**src/hw/xu_pkg.sv**
```systemverilog
// constants and types shared by the exception unit and its helpers
// assumes a 32-bit address space, word-aligned stack pointer and vector base
`default_nettype none
package xu_pkg;
	// =======================================================
	// source map
	localparam int N_EXT = 8;
	localparam int N_TIMER = 23;
	localparam int N_SERIAL = 16;
	localparam int N_OTHER = 12;
	localparam int N_PERIPH = N_TIMER + N_SERIAL + N_OTHER;
	localparam int IDX_NMI = 0;
	localparam int IDX_BREAK = 1;
	localparam int IDX_DEBUG = 2;
	localparam int IDX_EXT = 3;
	localparam int IDX_PERIPH = IDX_EXT + N_EXT;
	localparam int N_SRC = IDX_PERIPH + N_PERIPH;
	localparam int IDX_W = $clog2(N_SRC);
	// =======================================================
	// levels and mask field
	localparam int LVL_W = 5;
	localparam int MASK_W = 4;
	localparam int MASK_LSB = 4;
	localparam logic [4:0] LVL_NMI = 5'h10;
	localparam logic [4:0] LVL_FIXED15 = 5'h0F;
	localparam logic [3:0] MASK_NMI = 4'hF;
	localparam logic [31:0] STACK_STEP = 32'h0000_0004;
	// =======================================================
	// vector numbers
	localparam logic [7:0] VEC_ILLEGAL = 8'h04;
	localparam logic [7:0] VEC_SLOT = 8'h06;
	localparam logic [7:0] VEC_ADDR_ERR = 8'h09;
	localparam logic [7:0] VEC_NMI = 8'h0B;
	localparam logic [7:0] VEC_BREAK = 8'h0C;
	localparam logic [7:0] VEC_DEBUG = 8'h0E;
	localparam logic [7:0] VEC_EXT_BASE = 8'h40;
	localparam logic [7:0] VEC_PERIPH_BASE = 8'h48;
	// =======================================================
	// types
	typedef enum logic [4:0] {
		K_OTHER, K_UNDEF, K_JMP, K_JSR, K_BRA, K_BSR, K_RTS, K_RTE, K_BFS,
		K_BTS, K_BSRF, K_BRAF, K_BT, K_BF, K_TRAP, K_CTRL_REG, K_CTRL_MEM
	} xu_kind_e;
	typedef enum logic [4:0] {
		S_IDLE = 5'h01,
		S_PUSH_SW = 5'h02,
		S_PUSH_PC = 5'h04,
		S_FETCH = 5'h08,
		S_JUMP = 5'h10
	} xu_state_e;
	typedef enum logic [2:0] {
		C_NONE = 3'h0,
		C_INT = 3'h1,
		C_TRAP = 3'h2,
		C_SLOT = 3'h3,
		C_ILLEGAL = 3'h4,
		C_ADDR = 3'h5
	} xu_cause_e;
endpackage : xu_pkg
`default_nettype wire

```
**src/hw/xu_arbiter.sv**
```systemverilog
// picks the highest-level pending request; lowest index wins a tie
// assumes levels arrive packed, LVL_W bits per source, from the same clock
`default_nettype none
module xu_arbiter #(
	parameter int N = xu_pkg::N_SRC,
	parameter int IW = xu_pkg::IDX_W
) (
	input wire logic [N-1:0] req,
	input wire logic [N*xu_pkg::LVL_W-1:0] lvl,
	output logic hit,
	output logic [xu_pkg::LVL_W-1:0] best_lvl,
	output logic [IW-1:0] best_idx
);
	logic [xu_pkg::LVL_W-1:0] cur;

	// =======================================================
	// ranking scan
	always_comb begin
		hit = 1'b0;
		best_lvl = '0;
		best_idx = '0;
		cur = '0;
		for (int i = 0; i < N; i++) begin
			cur = lvl[i*xu_pkg::LVL_W +: xu_pkg::LVL_W];
			// strict compare so an equal level never displaces a lower index
			if (req[i] && (!hit || cur > best_lvl)) begin
				hit = 1'b1;
				best_lvl = cur;
				best_idx = IW'(i);
			end
		end
	end
endmodule : xu_arbiter
`default_nettype wire

```
**src/hw/xu_classify.sv**
```systemverilog
// sorts a decoded instruction kind into the attributes the unit acts on
// assumes the decode stage hands over one kind code per decoded instruction
`default_nettype none
module xu_classify (
	input wire xu_pkg::xu_kind_e kind,
	output logic delayed,
	output logic rewrites_pc,
	output logic int_off,
	output logic undef,
	output logic trap
);
	// =======================================================
	// decode helpers
	function automatic logic is_delayed(input xu_pkg::xu_kind_e k);
		case (k)
			xu_pkg::K_JMP, xu_pkg::K_JSR, xu_pkg::K_BRA, xu_pkg::K_BSR,
			xu_pkg::K_RTS, xu_pkg::K_RTE, xu_pkg::K_BFS, xu_pkg::K_BTS,
			xu_pkg::K_BSRF, xu_pkg::K_BRAF: is_delayed = 1'b1;
			default: is_delayed = 1'b0;
		endcase
	endfunction : is_delayed

	always_comb begin
		delayed = is_delayed(kind);
		// non-delayed pc writers join every delayed branch
		rewrites_pc = is_delayed(kind) || kind == xu_pkg::K_BT ||
			kind == xu_pkg::K_BF || kind == xu_pkg::K_TRAP;
		int_off = kind == xu_pkg::K_CTRL_REG || kind == xu_pkg::K_CTRL_MEM;
		undef = kind == xu_pkg::K_UNDEF;
		trap = kind == xu_pkg::K_TRAP;
	end
endmodule : xu_classify
`default_nettype wire

```
**src/hw/xu_exception_unit.sv**
```systemverilog
// cpu exception unit: interrupt acceptance, instruction exceptions, stacking
// assumes controller, decoder and memory port all run on clk
`default_nettype none
module xu_exception_unit #(
	parameter int N_EXT = xu_pkg::N_EXT,
	parameter int N_PERIPH = xu_pkg::N_PERIPH
) (
	input wire logic clk,
	input wire logic rst,
	input wire logic ce,
	input wire logic nmi_req,
	input wire logic break_req,
	input wire logic debug_interface_request,
	input wire logic [N_EXT-1:0] external_request_pins,
	input wire logic [N_EXT*4-1:0] ext_level,
	input wire logic [N_PERIPH-1:0] periph_req,
	input wire logic [N_PERIPH*4-1:0] periph_level,
	output logic int_ack,
	output logic [xu_pkg::IDX_W-1:0] int_ack_idx,
	input wire logic dec_valid,
	input wire xu_pkg::xu_kind_e dec_kind,
	input wire logic [31:0] dec_pc,
	input wire logic [31:0] dec_next_pc,
	input wire logic [31:0] slot_target,
	input wire logic [7:0] trap_vec,
	input wire logic addr_err,
	input wire logic [31:0] status_word,
	input wire logic [31:0] vector_base,
	input wire logic [31:0] stack_ptr,
	output logic dec_stall,
	output logic exc_take,
	output logic [2:0] exc_cause,
	output logic mem_req,
	output logic mem_we,
	output logic [31:0] mem_addr,
	output logic [31:0] mem_wdata,
	input wire logic [31:0] mem_rdata,
	input wire logic mem_ack,
	output logic mask_load,
	output logic [3:0] mask_value,
	output logic sp_load,
	output logic [31:0] sp_value,
	output logic pc_load,
	output logic [31:0] pc_value
);
	localparam int NS = 3 + N_EXT + N_PERIPH;
	localparam int IW = xu_pkg::IDX_W;
	localparam int LW = xu_pkg::LVL_W;

	// =======================================================
	// source vector and level map
	function automatic logic [7:0] src_vector(input logic [IW-1:0] idx);
		if (idx == IW'(xu_pkg::IDX_NMI))
			src_vector = xu_pkg::VEC_NMI;
		else if (idx == IW'(xu_pkg::IDX_BREAK))
			src_vector = xu_pkg::VEC_BREAK;
		else if (idx == IW'(xu_pkg::IDX_DEBUG))
			src_vector = xu_pkg::VEC_DEBUG;
		else if (idx < IW'(xu_pkg::IDX_PERIPH))
			src_vector = xu_pkg::VEC_EXT_BASE + 8'(idx - IW'(xu_pkg::IDX_EXT));
		else
			src_vector = xu_pkg::VEC_PERIPH_BASE + 8'(idx - IW'(xu_pkg::IDX_PERIPH));
	endfunction : src_vector

	logic [NS-1:0] req_all;
	logic [NS*LW-1:0] lvl_all;
	assign req_all = {periph_req, external_request_pins,
		debug_interface_request, break_req, nmi_req};
	assign lvl_all[0 +: LW] = xu_pkg::LVL_NMI;
	assign lvl_all[LW +: LW] = xu_pkg::LVL_FIXED15;
	assign lvl_all[2*LW +: LW] = xu_pkg::LVL_FIXED15;

	genvar g;
	generate
		for (g = 3; g < NS; g++) begin : g_lvl
			// a four-bit field can never reach level 16
			if (g < 3 + N_EXT) begin : g_ext
				assign lvl_all[g*LW +: LW] = {1'b0, ext_level[(g-3)*4 +: 4]};
			end else begin : g_per
				assign lvl_all[g*LW +: LW] = {1'b0, periph_level[(g-3-N_EXT)*4 +: 4]};
			end
		end
	endgenerate

	logic arb_hit;
	logic [LW-1:0] arb_lvl;
	logic [IW-1:0] arb_idx;

	xu_arbiter #(.N(NS), .IW(IW)) u_arb (
		.req(req_all),
		.lvl(lvl_all),
		.hit(arb_hit),
		.best_lvl(arb_lvl),
		.best_idx(arb_idx)
	);

	logic c_delayed, c_rewrites, c_int_off, c_undef, c_trap;

	xu_classify u_cls (
		.kind(dec_kind),
		.delayed(c_delayed),
		.rewrites_pc(c_rewrites),
		.int_off(c_int_off),
		.undef(c_undef),
		.trap(c_trap)
	);

	// =======================================================
	// acceptance decision
	xu_pkg::xu_state_e state_r, state_nxt;
	logic slot_r, slot_nxt, intoff_r, intoff_nxt, ae_pend_r, ae_pend_nxt;
	logic [3:0] mask;
	logic int_ok, dec_go;
	logic take_slot, take_ill, take_trap, take_ae, take_int, take;

	assign mask = status_word[xu_pkg::MASK_LSB +: xu_pkg::MASK_W];
	// level 16 always beats a four-bit mask, the index test keeps that explicit
	assign int_ok = arb_hit && (arb_idx == IW'(xu_pkg::IDX_NMI) ||
		arb_lvl > {1'b0, mask});
	assign dec_go = ce && dec_valid && state_r == xu_pkg::S_IDLE;

	always_comb begin
		take_slot = dec_go && slot_r && (c_undef || c_rewrites);
		take_ill = dec_go && !slot_r && c_undef;
		take_trap = dec_go && !slot_r && c_trap;
		// slot holds back both, interrupt-off only interrupts
		take_ae = dec_go && !slot_r && !c_undef && !c_trap &&
			(addr_err || ae_pend_r);
		take_int = dec_go && !slot_r && !intoff_r && !c_undef && !c_trap &&
			!(addr_err || ae_pend_r) && int_ok;
		take = take_slot || take_ill || take_trap || take_ae || take_int;
	end

	assign exc_take = take;
	assign dec_stall = state_r != xu_pkg::S_IDLE;

	always_comb begin
		slot_nxt = slot_r;
		intoff_nxt = intoff_r;
		// an error arriving as the pending one is taken still stays pending
		ae_pend_nxt = addr_err || (ae_pend_r && !take_ae);
		if (take) begin
			slot_nxt = 1'b0;
			intoff_nxt = 1'b0;
		end else if (dec_go) begin
			slot_nxt = c_delayed && !slot_r;
			intoff_nxt = c_int_off;
		end
		if (take_ae)
			ae_pend_nxt = addr_err && ae_pend_r;
	end

	always_ff @(posedge clk or posedge rst) begin
		if (rst) begin
			slot_r <= 1'b0;
			intoff_r <= 1'b0;
			ae_pend_r <= 1'b0;
		end else if (ce) begin
			slot_r <= slot_nxt;
			intoff_r <= intoff_nxt;
			ae_pend_r <= ae_pend_nxt;
		end
	end

	// =======================================================
	// stacking and vector fetch
	logic [31:0] addr_r, addr_nxt, wdata_r, wdata_nxt, stk_pc_r, stk_pc_nxt;
	logic [31:0] vaddr_r, vaddr_nxt, sp_r, sp_nxt, hand_r, hand_nxt;
	logic [7:0] vec;
	logic [2:0] cause_r, cause_nxt;
	logic ack_r, ack_nxt, mload_r, mload_nxt;
	logic [IW-1:0] ack_idx_r, ack_idx_nxt;
	logic [3:0] mval_r, mval_nxt;

	always_comb begin
		vec = xu_pkg::VEC_ADDR_ERR;
		if (take_slot)
			vec = xu_pkg::VEC_SLOT;
		else if (take_ill)
			vec = xu_pkg::VEC_ILLEGAL;
		else if (take_trap)
			vec = trap_vec;
		else if (take_int)
			vec = src_vector(arb_idx);
	end

	always_comb begin
		state_nxt = state_r;
		addr_nxt = addr_r;
		wdata_nxt = wdata_r;
		stk_pc_nxt = stk_pc_r;
		vaddr_nxt = vaddr_r;
		sp_nxt = sp_r;
		hand_nxt = hand_r;
		cause_nxt = cause_r;
		ack_nxt = 1'b0;
		ack_idx_nxt = ack_idx_r;
		mload_nxt = 1'b0;
		mval_nxt = mval_r;
		case (state_r)
			xu_pkg::S_IDLE: begin
				if (take) begin
					state_nxt = xu_pkg::S_PUSH_SW;
					addr_nxt = stack_ptr - xu_pkg::STACK_STEP;
					wdata_nxt = status_word;
					vaddr_nxt = vector_base + {22'h00_0000, vec, 2'b00};
					if (take_slot) begin
						stk_pc_nxt = slot_target;
						cause_nxt = xu_pkg::C_SLOT;
					end else if (take_ill) begin
						stk_pc_nxt = dec_pc;
						cause_nxt = xu_pkg::C_ILLEGAL;
					end else if (take_trap) begin
						stk_pc_nxt = dec_next_pc;
						cause_nxt = xu_pkg::C_TRAP;
					end else begin
						stk_pc_nxt = dec_pc;
						cause_nxt = take_int ? xu_pkg::C_INT : xu_pkg::C_ADDR;
					end
					if (take_int) begin
						ack_nxt = 1'b1;
						ack_idx_nxt = arb_idx;
						mload_nxt = 1'b1;
						// the field cannot hold 16, so the nmi leaves fifteen
						mval_nxt = arb_lvl[4] ? xu_pkg::MASK_NMI : arb_lvl[3:0];
					end
				end
			end
			xu_pkg::S_PUSH_SW: begin
				if (mem_ack) begin
					state_nxt = xu_pkg::S_PUSH_PC;
					addr_nxt = addr_r - xu_pkg::STACK_STEP;
					wdata_nxt = stk_pc_r;
				end
			end
			xu_pkg::S_PUSH_PC: begin
				if (mem_ack) begin
					state_nxt = xu_pkg::S_FETCH;
					sp_nxt = addr_r;
					addr_nxt = vaddr_r;
				end
			end
			xu_pkg::S_FETCH: begin
				if (mem_ack) begin
					state_nxt = xu_pkg::S_JUMP;
					hand_nxt = mem_rdata;
				end
			end
			xu_pkg::S_JUMP: state_nxt = xu_pkg::S_IDLE;
			default: state_nxt = xu_pkg::S_IDLE;
		endcase
	end

	always_ff @(posedge clk or posedge rst) begin
		if (rst) begin
			state_r <= xu_pkg::S_IDLE;
			addr_r <= 32'h0000_0000;
			wdata_r <= 32'h0000_0000;
			stk_pc_r <= 32'h0000_0000;
			vaddr_r <= 32'h0000_0000;
			sp_r <= 32'h0000_0000;
			hand_r <= 32'h0000_0000;
			cause_r <= xu_pkg::C_NONE;
			ack_r <= 1'b0;
			ack_idx_r <= '0;
			mload_r <= 1'b0;
			mval_r <= 4'h0;
		end else if (ce) begin
			state_r <= state_nxt;
			addr_r <= addr_nxt;
			wdata_r <= wdata_nxt;
			stk_pc_r <= stk_pc_nxt;
			vaddr_r <= vaddr_nxt;
			sp_r <= sp_nxt;
			hand_r <= hand_nxt;
			cause_r <= cause_nxt;
			ack_r <= ack_nxt;
			ack_idx_r <= ack_idx_nxt;
			mload_r <= mload_nxt;
			mval_r <= mval_nxt;
		end
	end

	// =======================================================
	// outputs
	assign mem_req = state_r == xu_pkg::S_PUSH_SW || state_r == xu_pkg::S_PUSH_PC ||
		state_r == xu_pkg::S_FETCH;
	assign mem_we = state_r == xu_pkg::S_PUSH_SW || state_r == xu_pkg::S_PUSH_PC;
	assign mem_addr = addr_r;
	assign mem_wdata = wdata_r;
	assign int_ack = ack_r;
	assign int_ack_idx = ack_idx_r;
	assign mask_load = mload_r;
	assign mask_value = mval_r;
	// handler is entered directly, never through a delay slot
	assign pc_load = state_r == xu_pkg::S_JUMP;
	assign pc_value = hand_r;
	assign sp_load = state_r == xu_pkg::S_JUMP;
	assign sp_value = sp_r;
	assign exc_cause = cause_r;

	// =======================================================
	// checks
	logic higher_waiting;
	always_comb begin
		higher_waiting = 1'b0;
		for (int i = 0; i < NS; i++)
			if (req_all[i] && lvl_all[i*LW +: LW] > arb_lvl)
				higher_waiting = 1'b1;
	end

	a_pick_highest: assert property (@(posedge clk) disable iff (rst)
		take_int |-> !higher_waiting)
		else $error("a lower-level interrupt was taken over a higher one");
	a_mask_gate: assert property (@(posedge clk) disable iff (rst)
		take_int && arb_idx != IW'(xu_pkg::IDX_NMI) |-> arb_lvl > {1'b0, mask})
		else $error("maskable interrupt taken at or below the mask");
	a_nmi_mask15: assert property (@(posedge clk) disable iff (rst)
		take_int && nmi_req |=> mask_load && mask_value == 4'hF)
		else $error("nmi did not set the mask field to fifteen");
	a_push_order: assert property (@(posedge clk) disable iff (rst)
		ce && state_r == xu_pkg::S_PUSH_SW && mem_ack |=>
		state_r == xu_pkg::S_PUSH_PC && mem_addr == $past(mem_addr) - 32'h0000_0004)
		else $error("second push not four below the first");
	a_trap_pc: assert property (@(posedge clk) disable iff (rst)
		take_trap |=> state_r == xu_pkg::S_PUSH_SW && stk_pc_r == $past(dec_next_pc))
		else $error("trap stacked the wrong return address");
	a_slot_target: assert property (@(posedge clk) disable iff (rst)
		dec_go && slot_r && c_rewrites |=> cause_r == xu_pkg::C_SLOT &&
		stk_pc_r == $past(slot_target))
		else $error("pc writer in a slot did not raise the slot exception");
	a_slot_defers: assert property (@(posedge clk) disable iff (rst)
		dec_go && slot_r && (addr_err || int_ok) |->
		(!take_ae && !take_int) ##1 (ae_pend_r || !$past(addr_err)))
		else $error("exception accepted inside a delay slot");
	a_intoff_defers: assert property (@(posedge clk) disable iff (rst)
		dec_go && intoff_r && !slot_r && !c_undef && !c_trap && (addr_err || ae_pend_r) |->
		take_ae && !take_int)
		else $error("interrupt-off handling of the next instruction went wrong");
	a_vec_fetch: assert property (@(posedge clk) disable iff (rst)
		take_int |=> vaddr_r == $past(vector_base) + {22'h00_0000, $past(vec), 2'b00})
		else $error("vector entry address is not base plus four times number");
endmodule : xu_exception_unit
`default_nettype wire

```
**config.mk**
```make
export PLATFORM = sky130hd
export DESIGN_NAME = xu_exception_unit
export DESIGN_NICKNAME = d
export VERILOG_FILES = /design/src/hw/xu_pkg.sv /design/src/hw/xu_arbiter.sv /design/src/hw/xu_classify.sv /design/src/hw/xu_exception_unit.sv
export SDC_FILE = /design/constraint.sdc
export NUM_CORES = 1
export LEC_CHECK = 0
export ABC_CLOCK_PERIOD_IN_PS = 237500
export BUFFER_PORTS_ARGS = -buffer_cell sky130_fd_sc_hd__buf_2
export CAP_MARGIN = 20
export CORE_AREA = 2 2 269 271
export CTS_CLUSTER_SIZE = 10
export DETAILED_ROUTE_END_ITERATION = 12
export DIE_AREA = 0 0 271 273
export HOLD_SLACK_MARGIN = 0.06
export PLACE_DENSITY = 0.54
export SYNTH_ARGS = -nofsm -noshare
export SYNTH_HDL_FRONTEND = slang
export SYNTH_SLANG_ARGS = --single-unit
```
**constraint.sdc**
```tcl
create_clock -name clk -period 237.5 [get_ports clk]
set_clock_uncertainty 0.2 [all_clocks]
set_input_delay 35.625 -clock clk [delete_from_list [all_inputs] [get_ports clk]]
set_output_delay 35.625 -clock clk [all_outputs]
set_load 0.01 [all_outputs]
```
==> results.yml <==
status:
  status: "finished clean"
placed_design:
  hpwlAfterDp_um: 82200
  port_buffers: 689
  gp_routability_congestion: 0.937
timing:
  max_clock_freq_mhz: 5.75
  finalSetupTns_ns: 0
  report.final.setup_viol: 0
  final-hold-violation-count: 0
  worst_slew_margin_rel_pct: 27.7
  tightestPinTransition_ns: 1.09
  timing.final.max_slew_violations: 0
  rsz_0062_raised_after_global_routing: "false"
  period_needed_ns: 174.02
  final.period_utilization_pct: 73.3
synthesis:
  async_reset_ff_share_pct: 100
  synth_edf_count: 0
  ys_types: 108
  synth_nets: 3803
  synth.cell_area_um2: 23600
  synth_area_per_cell_um2: 7.85
  synth_top_flop_cell: "dfrtp_1"
  synth-seq-cells: 214
  synth_cells: 3010
  synth_seq_area_share_pct: 22.7
  synthesis.yosys.warnings: 0
drt:
  drc: 0
  count_of_vias_placed_by_the_detailed_router: 25363
  avgViaCountPerCell: 5.49
  drt_first_pass_iters: 5
  wl_per_cell_um: 21.2
  route.antenna.remaining_nets: 0
  drt_iter0_drc: 1711
  drt_wl_total_um: 97900
setup_path:
  worstPathMaxFanout: 48
  ff2ff_path_depth: 25
  setup.worst_path.start_class: "input pin"
  worst_r2r_endpoint: "vaddr_r[31]"
  timing.critical_path.arrival_ns: 138.19
  timing.critical_path.to_type: "primary output"
  critical_path_required_ns: 201.68
  timing.rr.start: "state_r[2]"
  critical_path.max_stage_delay_ns: 0.86
  cp_common_cell: "ha_1"
  critical_path.slowest_cell: "a22oi_1"
  ff2ff_setup_slack_ns: 231.71
  worstSetupPathType: "input pin to primary output"
clocking:
  cts_tree: "yes"
  cts.path.max_buffers: 3
  insertion_delay_ns: 0.54
  clk_root_buffer_cell: "clkbuf_16"
  htree_num_levels: 1
  cts_hold_buf: 0
  ctsResizeCount: 0
  total_clock_buffers_created_by_cts: 26
  tritoncts_sinks: 214
  cts.reportedPaths.clkPinSlew_ns: 0.06
  postCtsSetupRepairBufs: 0
min_path:
  min_delay_path_depth: 2
  hold_path_class: "flip-flop to flip-flop"
  min_to: "vaddr_r[1]"
  min-delay-start: "vaddr_r[1]"
floorplan:
  initial_core_util_pct: 33.3
  die_height_um: 273
  fp.dieArea_um2: 74000
  core_region_area_um2: 71000
  count_of_standard_cell_rows: 98
  die_w_um: 271
  number_of_ports_placed_on_the_die_boundary: 690
grt:
  grtUsageTotal_pct: 25.0
  grt_start_max_net_pins: 85
  grt_pass1_vias: 23847
  sum_of_overflow_across_all_layers_after_global_routing: 0
  antenna_found_initial: 46
  grt_first_pass_wirelength_um: 145000
finish:
  area_growth_syn_to_layout_pct: 22.1
  nets: 4435
  drive_gt1_share_pct: 25.5
run:
  max_cap_violations: 0
## how the worst max path moves through the flow
| stage | startpoint | to | slack [ns] | cells past startpoint |
|---|---|---|---|---|
| 5_1_grt | nmi_req | exc_take | 54.72 | 455 |
| 4_1_cts | nmi_req | exc_take | 63.91 | 450 |
| 6_report | nmi_req | exc_take | 63.48 | 451 |
| 3_3_place_gp | nmi_req | exc_take | 64.85 | 453 |
| 3_5_place_dp | nmi_req | exc_take | 64.28 | 453 |
| 2_1_floorplan | nmi_req | exc_take | 79.44 | 474 |
## stage by stage
step / hold WS, ns / util [%] / worst slack (ns) / instances / area, um2
finish: 0.272 / 40.6 / 63.48 / 4617 / 28800
detailed placement: 0.261 / 39.5 / 64.28 / 4560 / 28000
CTS: 0.274 / 40.5 / 63.91 / 4593 / 28700
global placement: 0.252 / 39.5 / 64.85 / 4560 / 28000
floorplan: 0.239 / - / 79.44 / 3010 / 23600
global route: 0.302 / 40.6 / 54.72 / 4606 / 28800
## routing by layer
layer	up-vias	global-route usage (%)	share of wire [%]
li1	12401	-	-
met1	11815	32.4	43
met2	924	42.3	47
met3	183	4.46	6.6
met4	40	7.84	3.2
met5	-	0	0.27
## layout make-up
type	instances	area [um2]
timing repair buffer	724	3740
sequential	214	5360
multi-input combinational	2497	17100
antenna	20	50.0
clock inverter	3	30.0
fill	7435	42200
tap	950	1190
inverter	179	679
clock buffer	30	676
## cell usage after synthesis (8+ instances only)
master,count,area (um2)
a21o_1,36,270
o22a_1,12,105
a21oi_1,209,1050
nand3_1,95,475
a41o_1,25,250
a22oi_1,16,120
o31ai_1,24,180
ha_1,251,3140
a22o_1,13,114
mux2i_1,103,1030
nand2b_1,17,106
buf_2,15,75.1
mux2_2,92,1040
a21boi_0,11,82.6
nand2_1,379,1420
a31o_2,8,70.1
nor3_1,69,345
a211oi_1,26,195
o211ai_1,55,413
nand4_1,42,263
nor2b_1,71,444
o21a_1,72,541
o21ai_1,130,651
a31oi_1,22,138
nor4_1,19,119
a41oi_1,13,114
inv_1,176,661
and4_1,10,87.6
xnor2_1,29,254
o21ai_0,168,841
xor2_1,31,272
buf_1,12,45.0
clkbuf_1,86,323
and2_1,16,100
nor2_1,194,728
o22ai_1,15,93.8
or3_1,12,75.1
and3_1,23,144
dfrtp_1,213,5330
or2_2,16,100
o21bai_1,10,75.1
## worst max-delay path: cells and delay by family
family | cells | cell delay, ns
AOI/OAI and AO/OA | 241 | 56.52
adders and majority gates | 60 | 16.95
buffers and inverters | 27 | 4.14
and+or+nand+nor | 110 | 20.24
muxes | 13 | 4.53
## flip-flops by register name, summed over array words and instances (netlist names)
signal       flops
int_ack_idx      6
slot_r           1
ae_pend_r        1
exc_cause        3
sp_value        32
vaddr_r         32
mask_value       4
state_r          5
mem_wdata       32
stk_pc_r        32
mask_load        1
pc_value        32
intoff_r         1
mem_addr        32
## placed cells by master (no fill, tap or decap), drive strengths merged, types with 71 or more instances in the layout
cell type and n:
nand3 96, inv 179, buf 723, o21ai 302, dfrtp 213, a21oi 209
nand2 379, nor2b 71, mux2 92, mux2i 103, o21a 75, nor2 195
nor3 78, ha 251
## cells by family after synthesis
| logic type | count (synthesis) | share of synthesized area [%] |
|---|---|---|
| adders and majority gates | 252 | 13.4 |
| muxes | 195 | 8.75 |
| DFF | 214 | 22.7 |
| AOI/OAI and AO/OA | 975 | 27.2 |
| and+or+nand+nor | 1015 | 20.8 |
| xor gates and xnor gates | 60 | 2.22 |
| buffers and inverters | 299 | 4.99 |
Power is left out: the tool's default activity adds up to more than one toggle a clock period on the data nets, which glitch-free logic cannot reach.
